## config.mk

```make
export PLATFORM = sky130hd
export DESIGN_NAME = lbaa_top
export DESIGN_NICKNAME = d
export VERILOG_FILES = /design/src/design/lbaa_bucket.v /design/src/design/lbaa_top.v
export VERILOG_INCLUDE_DIRS = /design/src /design/src/shared
export SDC_FILE = /design/constraint.sdc
export NUM_CORES = 1
export LEC_CHECK = 0
export ABC_AREA = 1
export BUFFER_PORTS_ARGS = -buffer_cell sky130_fd_sc_hd__buf_2
export CORE_MARGIN = 4
export CORE_UTILIZATION = 57
export DETAILED_ROUTE_END_ITERATION = 8
export PLACE_DENSITY = 0.87
export SLEW_MARGIN = 5
export SYNTH_ARGS = -nofsm -noshare
export SYNTH_HDL_FRONTEND = slang
export SYNTH_SLANG_ARGS = --single-unit
```

## constraint.sdc

```tcl
create_clock -name i_clk -period 2.9 [get_ports i_clk]
set_input_delay 0 -clock i_clk [delete_from_list [all_inputs] [get_ports i_clk]]
set_output_delay 0 -clock i_clk [all_outputs]
set_load 0.01 [all_outputs]
```

## src/shared/lbaa_defines.vh

```
// Offsets, reset values, field positions and timing for the activity alarm.
// Assumes a byte-wide register port with 8-bit addresses.
`ifndef LBAA_DEFINES_VH
`define LBAA_DEFINES_VH

////////////////////////////////////////////////////////////////////////////
// Register offsets
`define LBAA_ADDR_HARD_LIMIT 8'h4c
`define LBAA_ADDR_SET_LEVEL 8'h50
`define LBAA_ADDR_CLEAR_LEVEL 8'h51
`define LBAA_ADDR_BUCKET_SIZE 8'h52
`define LBAA_ADDR_LEAK_RATE 8'h53
`define LBAA_ADDR_ALARM_STATUS 8'h54
`define LBAA_ADDR_FILL_BASE 8'h58

////////////////////////////////////////////////////////////////////////////
// Reset values
`define LBAA_RST_HARD_LIMIT 8'h8e
`define LBAA_RST_SET_LEVEL 8'h06
`define LBAA_RST_CLEAR_LEVEL 8'h04
`define LBAA_RST_BUCKET_SIZE 8'h08
`define LBAA_RST_LEAK_RATE 8'h01

////////////////////////////////////////////////////////////////////////////
// Field positions
`define LBAA_BIT_PHASE_LOSS_EN 7
`define LBAA_LEAK_CODE_MSB 1

////////////////////////////////////////////////////////////////////////////
// Timing
`define LBAA_CYCLE_MS 128
`define LBAA_CLK_KHZ 25000
`define LBAA_CYCLE_CLKS (`LBAA_CYCLE_MS * `LBAA_CLK_KHZ)

`endif

```

## src/design/lbaa_bucket.v

```verilog
// One leaky-bucket accumulator with its own alarm state.
// Assumes i_tick is a one-clock pulse per monitoring cycle and i_fail
// comes from the activity detector on the same clock.
module lbaa_bucket (
    // Clock and reset
    input wire i_clk,
    input wire i_reset,
    // Cycle tick and failure indication
    input wire i_tick,
    input wire i_fail,
    // Configuration
    input wire [7:0] i_set_level,
    input wire [7:0] i_clear_level,
    input wire [7:0] i_bucket_size,
    input wire [1:0] i_leak_code,
    // State
    output reg [7:0] o_fill,
    output reg o_alarm
);

reg fail_seen_r;
reg [2:0] leak_cnt_r;
reg [2:0] leak_cnt_nxt;
reg [7:0] fill_nxt;
reg alarm_nxt;
wire failed_cycle;
wire [2:0] leak_last;

// Failure anywhere in the cycle counts, including the tick clock itself
assign failed_cycle = fail_seen_r | i_fail;
// Leak period of 1, 2, 4 or 8 cycles from a two-bit code
assign leak_last = (3'h1 << i_leak_code) - 3'h1;

always @* begin
    fill_nxt = o_fill;
    leak_cnt_nxt = leak_cnt_r;
    if (i_tick) begin // [RL3]
        if (failed_cycle) begin
            leak_cnt_nxt = 3'h0;
            if (o_fill < i_bucket_size) begin
                fill_nxt = o_fill + 8'h01; // [RL4]
            end
        end else if (leak_cnt_r >= leak_last) begin
            leak_cnt_nxt = 3'h0;
            if (o_fill != 8'h00) begin
                fill_nxt = o_fill - 8'h01; // [RL5]
            end
        end else begin
            leak_cnt_nxt = leak_cnt_r + 3'h1; // [RL5]
        end
    end
    // Ceiling lowered below the fill pulls the fill down with it
    if (fill_nxt > i_bucket_size) begin
        fill_nxt = i_bucket_size; // [RL8]
    end
end

always @* begin
    alarm_nxt = o_alarm; // [RL9]
    if (o_fill >= i_set_level) begin
        alarm_nxt = 1'b1; // [RL6]
    end else if (o_fill <= i_clear_level) begin
        alarm_nxt = 1'b0; // [RL7]
    end
end

always @(posedge i_clk) begin
    if (i_reset) begin
        fail_seen_r <= 1'b0;
        leak_cnt_r <= 3'h0;
        o_fill <= 8'h00;
        o_alarm <= 1'b0;
    end else begin
        // New failure at the tick is already counted, so clearing is safe
        fail_seen_r <= i_tick ? 1'b0 : failed_cycle;
        leak_cnt_r <= leak_cnt_nxt;
        o_fill <= fill_nxt;
        o_alarm <= alarm_nxt;
    end
end

endmodule

```

## src/design/lbaa_top.v

```verilog
// Activity alarm with leaky buckets, plus hard-limit phase-loss control.
// Assumes the register port, detector flags and DPLL limit flag are all
// on i_clk; the serial interface decode lives outside.
//
// How it works
// [RL1] Enable set and DPLL at hard limit drives DPLL into phase lost.
// [RL2] Phase-loss enable is bit 7; bits 6..0 unused; resets to 0x8e.
// [RL3] Each accumulator is evaluated once per 128 ms monitoring cycle.
// [RL4] A cycle with failure or erratic input adds exactly one.
// [RL5] Each clean leak period of 1, 2, 4 or 8 cycles subtracts one.
// [RL6] Fill reaching the set level raises the alarm; level resets to 0x06.
// [RL7] Fill decayed to the clear level clears alarm; level resets to 0x04.
// [RL8] Fill saturates at the bucket size; a size lowered below the fill leaves the fill above it for one clock.
// [RL9] Every input has its own fill and alarm, held between the levels.
`include "lbaa_defines.vh"

module lbaa_top #(
    parameter NUM_INPUTS = 2,
    parameter CYCLE_CLKS = `LBAA_CYCLE_CLKS
) (
    // Clock and reset
    input wire i_clk,
    input wire i_reset,
    // Register port
    input wire i_reg_wr,
    input wire i_reg_rd,
    input wire [7:0] i_reg_addr,
    input wire [7:0] i_reg_wdata,
    output reg [7:0] o_reg_rdata,
    // Activity detector flags, one per input
    input wire [NUM_INPUTS-1:0] i_input_fail,
    // DPLL side
    input wire i_dpll_at_hard_limit,
    output reg o_dpll_phase_lost,
    // Alarms and monitoring cycle tick
    output reg [NUM_INPUTS-1:0] o_inactivity_alarm,
    output reg o_cycle_tick
);

////////////////////////////////////////////////////////////////////////////
// Configuration registers

reg [7:0] hard_limit_phase_loss_ctrl_r;
reg [7:0] alarm_set_level_r;
reg [7:0] alarm_clear_level_r;
reg [7:0] bucket_size_r;
reg [7:0] leak_rate_r;
wire hard_limit_phase_loss_en;

assign hard_limit_phase_loss_en =
    hard_limit_phase_loss_ctrl_r[`LBAA_BIT_PHASE_LOSS_EN]; // [RL2]

always @(posedge i_clk) begin
    if (i_reset) begin
        hard_limit_phase_loss_ctrl_r <= `LBAA_RST_HARD_LIMIT; // [RL2]
        alarm_set_level_r <= `LBAA_RST_SET_LEVEL; // [RL6]
        alarm_clear_level_r <= `LBAA_RST_CLEAR_LEVEL; // [RL7]
        bucket_size_r <= `LBAA_RST_BUCKET_SIZE;
        leak_rate_r <= `LBAA_RST_LEAK_RATE;
    end else if (i_reg_wr) begin
        case (i_reg_addr)
            `LBAA_ADDR_HARD_LIMIT: begin
                hard_limit_phase_loss_ctrl_r <= i_reg_wdata;
            end
            `LBAA_ADDR_SET_LEVEL: begin
                alarm_set_level_r <= i_reg_wdata;
            end
            `LBAA_ADDR_CLEAR_LEVEL: begin
                alarm_clear_level_r <= i_reg_wdata;
            end
            `LBAA_ADDR_BUCKET_SIZE: begin
                bucket_size_r <= i_reg_wdata;
            end
            `LBAA_ADDR_LEAK_RATE: begin
                leak_rate_r <= i_reg_wdata;
            end
            default: begin
            end
        endcase
    end
end

////////////////////////////////////////////////////////////////////////////
// Monitoring cycle timer

localparam [31:0] CYCLE_LAST = CYCLE_CLKS - 1;

reg [31:0] cycle_cnt_r;
wire cycle_end;

assign cycle_end = (cycle_cnt_r == CYCLE_LAST);

always @(posedge i_clk) begin
    if (i_reset) begin
        cycle_cnt_r <= 32'h0;
        o_cycle_tick <= 1'b0;
    end else begin
        cycle_cnt_r <= cycle_end ? 32'h0 : cycle_cnt_r + 32'h1; // [RL3]
        o_cycle_tick <= cycle_end;
    end
end

////////////////////////////////////////////////////////////////////////////
// Per-input buckets

wire [8*NUM_INPUTS-1:0] fill_all;
wire [NUM_INPUTS-1:0] alarm_all;

genvar gi;
generate
    for (gi = 0; gi < NUM_INPUTS; gi = gi + 1) begin : g_bucket
        lbaa_bucket u_bucket (
            .i_clk(i_clk),
            .i_reset(i_reset),
            .i_tick(cycle_end),
            .i_fail(i_input_fail[gi]),
            .i_set_level(alarm_set_level_r),
            .i_clear_level(alarm_clear_level_r),
            .i_bucket_size(bucket_size_r),
            .i_leak_code(leak_rate_r[`LBAA_LEAK_CODE_MSB:0]),
            .o_fill(fill_all[8*gi +: 8]),
            .o_alarm(alarm_all[gi])
        ); // [RL9]
    end
endgenerate

////////////////////////////////////////////////////////////////////////////
// Outputs

always @(posedge i_clk) begin
    if (i_reset) begin
        o_inactivity_alarm <= {NUM_INPUTS{1'b0}};
        o_dpll_phase_lost <= 1'b0;
    end else begin
        o_inactivity_alarm <= alarm_all;
        // Cleared enable leaves phase-loss to the normal detector
        o_dpll_phase_lost <= hard_limit_phase_loss_en &
            i_dpll_at_hard_limit; // [RL1]
    end
end

////////////////////////////////////////////////////////////////////////////
// Read path, one clock after the strobe; unmapped reads give zero

function [7:0] fill_of;
    input [7:0] addr;
    input [8*NUM_INPUTS-1:0] fills;
    integer k;
    begin
        fill_of = 8'h00;
        for (k = 0; k < NUM_INPUTS; k = k + 1) begin
            if (addr == `LBAA_ADDR_FILL_BASE + k[7:0]) begin
                fill_of = fills[8*k +: 8];
            end
        end
    end
endfunction

reg [7:0] rdata_nxt;
reg [7:0] status_word;

always @* begin
    status_word = 8'h00;
    status_word[NUM_INPUTS-1:0] = alarm_all;
    case (i_reg_addr)
        `LBAA_ADDR_HARD_LIMIT: begin
            rdata_nxt = hard_limit_phase_loss_ctrl_r;
        end
        `LBAA_ADDR_SET_LEVEL: begin
            rdata_nxt = alarm_set_level_r;
        end
        `LBAA_ADDR_CLEAR_LEVEL: begin
            rdata_nxt = alarm_clear_level_r;
        end
        `LBAA_ADDR_BUCKET_SIZE: begin
            rdata_nxt = bucket_size_r;
        end
        `LBAA_ADDR_LEAK_RATE: begin
            rdata_nxt = leak_rate_r;
        end
        `LBAA_ADDR_ALARM_STATUS: begin
            rdata_nxt = status_word;
        end
        default: begin
            rdata_nxt = fill_of(i_reg_addr, fill_all);
        end
    endcase
end

always @(posedge i_clk) begin
    if (i_reset) begin
        o_reg_rdata <= 8'h00;
    end else if (i_reg_rd) begin
        o_reg_rdata <= rdata_nxt;
    end
end

endmodule

```

==> results <==
- Summing the areas of all fa, ha and maj instances in the mapped netlist gives about 12% of the synthesized area.
- The initial antenna violation count was 0.
- The post-synthesis sequential area ratio is 28.3%.
- The total count of max-transition violations in the final report is 0.
- Once detail routing completed, the nets flagged for antenna violations numbered 0.
- Among all flip-flop cells after synthesis, the most frequent one is sky130_fd_sc_hd__dfxtp_1.
- The number of H-tree branching levels is 3.
- The average cell area after synthesis is 6.55 µm².
- For the worst setup path, the data arrival time is about 3.3 ns.
- Summed over all layers, the routed wires come to ~25,000 µm.
- The vias per cell is 5.79.
- The number of vias in the routed layout is between 8,000 and 9,000.
- The floorplan step set the die width to about 120 µm.
- After synthesis, the share of cell area in mux cells is 0%.
- Walking the worst path, the cells encountered are inv_2 > nand2_4 > ha_4 > inv_2 > nand3_2 > nand3_4 > nand3_2 > nand3_1 > inv_1 > nand2_1 > nand2_1 > nand2_2 > ha_4 > nand2_1 > o21ai_1 > nand2_1 > o211ai_1 > nand2_2 > buf_6 > nand3_1 > nand2_1 > inv_1.
- For this design, the slowest cell found on the critical path is sky130_fd_sc_hd__dfxtp_2.
- The final number of hold-violating endpoints is 0.
- The number of core rows is 42.
- The simple-gate share of the synthesized area is about a third.
- The average wire per standard cell is roughly 17 µm.
- Pin placement for this block handled 35 I/O pins.
- In the synthesized netlist, the cells that appear most often are sky130_fd_sc_hd__nand2_1, sky130_fd_sc_hd__inv_1, sky130_fd_sc_hd__dfxtp_1.
- The global placement routability congestion is 0.956.
- The static leakage power is 0.00452 µW.
- The critical-path maximum fanout is 8.
- The post-route worst setup slack is -0.0558 ns.
- The slew at the pin closest to its max-slew limit is 0.562 ns.
- The worst setup path is captured at a flip-flop.
- The final critical path takes up 102% of the cycle.
- The residual overflow from global routing is 0.
- The number of clock sinks is between 100 and 150.
- Entering global routing, the biggest net connects between 50 and 60 pins.
- The number of endpoints failing setup at the final stage is 8.
- The starting utilization of the core area is 58.6%.
- The required time reported for the critical path endpoint is about 3.2 ns.
- The combinational family with the most area after synthesis is simple AND/OR/NAND/NOR gates.
- The HPWL after detailed placement is around 17,000 µm.
- Before antenna repair, the detailed router went through 6 iterations.
- The complex-gate fraction of the synthesized area is between 15 and 20%.
- The post-route setup TNS is -0.319 ns.
- After floorplanning, the core was sized to cover ~13,000 µm².
- Max-cap violations in this run came to 0.
- The chip height is ~120 µm.
- The distinct cell type count of the synthesized netlist is between 40 and 50.
- The startpoint type of the worst setup path is a flip-flop.
- The worst-case clock buffer depth is 2.
- The total power draw is 6510 µW.
- The first-pass GRT wire length is approximately 37,000 µm.
- In this run, CTS created clock tree buffers numbering 9.
- Including well taps, the total number of placed cells is around 1,400.
- The insertion delay to the later sink of the worst-skew pair is 0.38 ns.
- Cells fill approximately 73% of the core in the end.
- Synthesis produced a netlist whose cell count is 1,190.
- The library cell used as clock root buffer is sky130_fd_sc_hd__clkbuf_16.
- In this design, the stage delay of the slowest critical-path cell is 0.34 ns.
- The final critical-path required period is around 3.0 ns.
- Measured against its own limit, the worst slew margin works out to between 60% and 70%.
- After Yosys synthesis, XOR and XNOR cells account for under 10% of the synthesized area.
- The class of the most critical hold timing path is in -> reg.
- The number of antenna diodes in the final layout is 0.
- Counting flops with an async set or reset pin after synthesis yields a share of 0%.
- The peak supply drop is about 400 µV.
- The clock edge transition at the registers on the reported setup and hold paths is 0.09 ns.
- The synthesized design contains 0 enable-type register cells.
- After the last flow step, the layout net total stands at approximately 1,400.
- The highest clock rate is between 0.3 and 0.4 GHz.
- The critical path in this run is classified as reg -> reg.
- In the post-synthesis netlist, the cell with the most instances is sky130_fd_sc_hd__nand2_1.
- The clock arrives with about 0.015 ns of skew.
- The number of warnings printed during yosys synthesis is 0.
- The share of synthesized area in the top cell type comes to 28.3%.
- For this run, the number of standard cells in the final layout without fillers is around 1,500.
- The checks that failed: negative setup slack.
- In the routed design, unresolved DRC markers number 0.
- The share of layout cells above drive strength 1 is a little under a quarter.
- The area growth from synthesis to layout is 24.2%.
- In the post-synthesis netlist, the biggest area contributors are sky130_fd_sc_hd__dfxtp_1, sky130_fd_sc_hd__nand2_1, sky130_fd_sc_hd__ha_1, sky130_fd_sc_hd__inv_1, sky130_fd_sc_hd__nand3_1.
- The run finished, with violations left.
- Power spread over the standard cell area amounts to around 670 nW/µm².
- Setup repair after global routing could not meet its margin everywhere.
- The violation count after the first detailed-route iteration is approximately 800.
- The most numerous cell type found on the critical path is sky130_fd_sc_hd__nand2_1.
- The TritonCTS clock tree is yes.
- The floorplan step defined a die boundary enclosing 15,600 µm².
- sky130_fd_sc_hd__dfxtp_1 takes more of the synthesized area than any other cell.
- Final hold analysis gives a worst-case slack of roughly 0.0096 ns.
- In this run the cell area of the synthesized design comes to 7790 µm².
- Synthesis inferred 110 register bits.
- The synthesized net count is ~1,300.
- Port buffering added 34 buffers.
- The overall fraction of global-route tracks in use is a little under 30%.
- The via count of the first global-routing pass is 7,637.
[placed cells by master, fill, tap and decap left out, drive strengths merged, types with 9 or more instances in the layout]
cell type,n
a21oi,93
buf,110
clkbuf,9
dfxtp,110
ha,75
inv,194
nand2,274
nand3,106
nand4,25
nor2,114
nor3,23
o211ai,9
o21ai,92
o22ai,14
xor2,10
[per-stage QoR]
step	setup slack, ns	instance area (µm²)
floorplan	0.000158	7790
global placement	-0.0491	8520
detailed placement	-0.222	8520
CTS	0.00450	8990
global route	-0.161	9670
finish	-0.0558	9670
[kinds of logic after synthesis]
family | count (synthesis)
DFF | 110
AOI/OAI and AO/OA | 221
and+or+nand+nor | 554
adders and majority gates | 75
xor gates and xnor gates | 14
buffers and inverters | 216
[worst paths after layout]
kind | startpoint | end | slack [ns] | depth (start not counted)
worst max-delay path | leak_rate_r[0] | g_bucket[0].u_bucket.o_fill[2] | -0.06 | 22
worst min-delay path | i_reg_wdata[0] | leak_rate_r[0] | 0.01 | 3
worst max register to register | leak_rate_r[0] | g_bucket[0].u_bucket.o_fill[2] | -0.06 | 22
worst min register to register | hard_limit_phase_loss_ctrl_r[7] | o_dpll_phase_lost | 0.45 | 2
[area by class of cell]
cell class	count	area, µm²
Sequential cell	110	2220
Timing Repair Buffer	118	875
Fill cell	1006	3620
Multi-Input combinational cell	864	5320
Clock inverter	7	83.8
Tap cell	176	220
Clock buffer	9	225
Inverter	190	733
[per-layer routing]
metal / GRT usage (%) / share of wire, %
met5: 0 / 0
met1: 35.8 / 38
met3: 6.26 / 9.3
met4: 16.5 / 6.6
met2: 47.3 / 46
[report_power, final]
part	total [µW]	switching (µW)	internal [µW]
Sequential	1730	106	1620
Combinational	3480	2080	1400
Clock	1310	682	624
Total	6510	2870	3640
[timing repair]
| item | CTS | global route |
|---|---|---|
| endpoints found under the hold margin | 11 | 0 |
| hold buffers | 8 | 0 |
| buffers inserted | 3 | 11 |
| endpoints found under the setup margin | 16 | 16 |
| pin swaps | 6 | 45 |
| cloned | 0 | 1 |
| resized for setup | 22 | 155 |
[critical path: cells and delay by family, from the launching register on]
family	cells	cell delay (ns)
and+or+nand+nor	13	1.21
adders and majority gates	2	0.54
buffers and inverters	5	0.45
DFF	1	0.34
AOI/OAI and AO/OA	2	0.32
[registers in the layout, indices dropped and copies added, names as in the netlist]
register / cells
cycle_cnt_r: 32
g_bucket.u_bucket.o_fill: 16
alarm_clear_level_r: 8
alarm_set_level_r: 8
bucket_size_r: 8
hard_limit_phase_loss_ctrl_r: 8
leak_rate_r: 8
o_reg_rdata: 8
g_bucket.u_bucket.leak_cnt_r: 6
g_bucket.u_bucket.fail_seen_r: 2
g_bucket.u_bucket.o_alarm: 2
o_inactivity_alarm: 2
o_cycle_tick: 1
o_dpll_phase_lost: 1
Power figures use the tool's default switching activity.
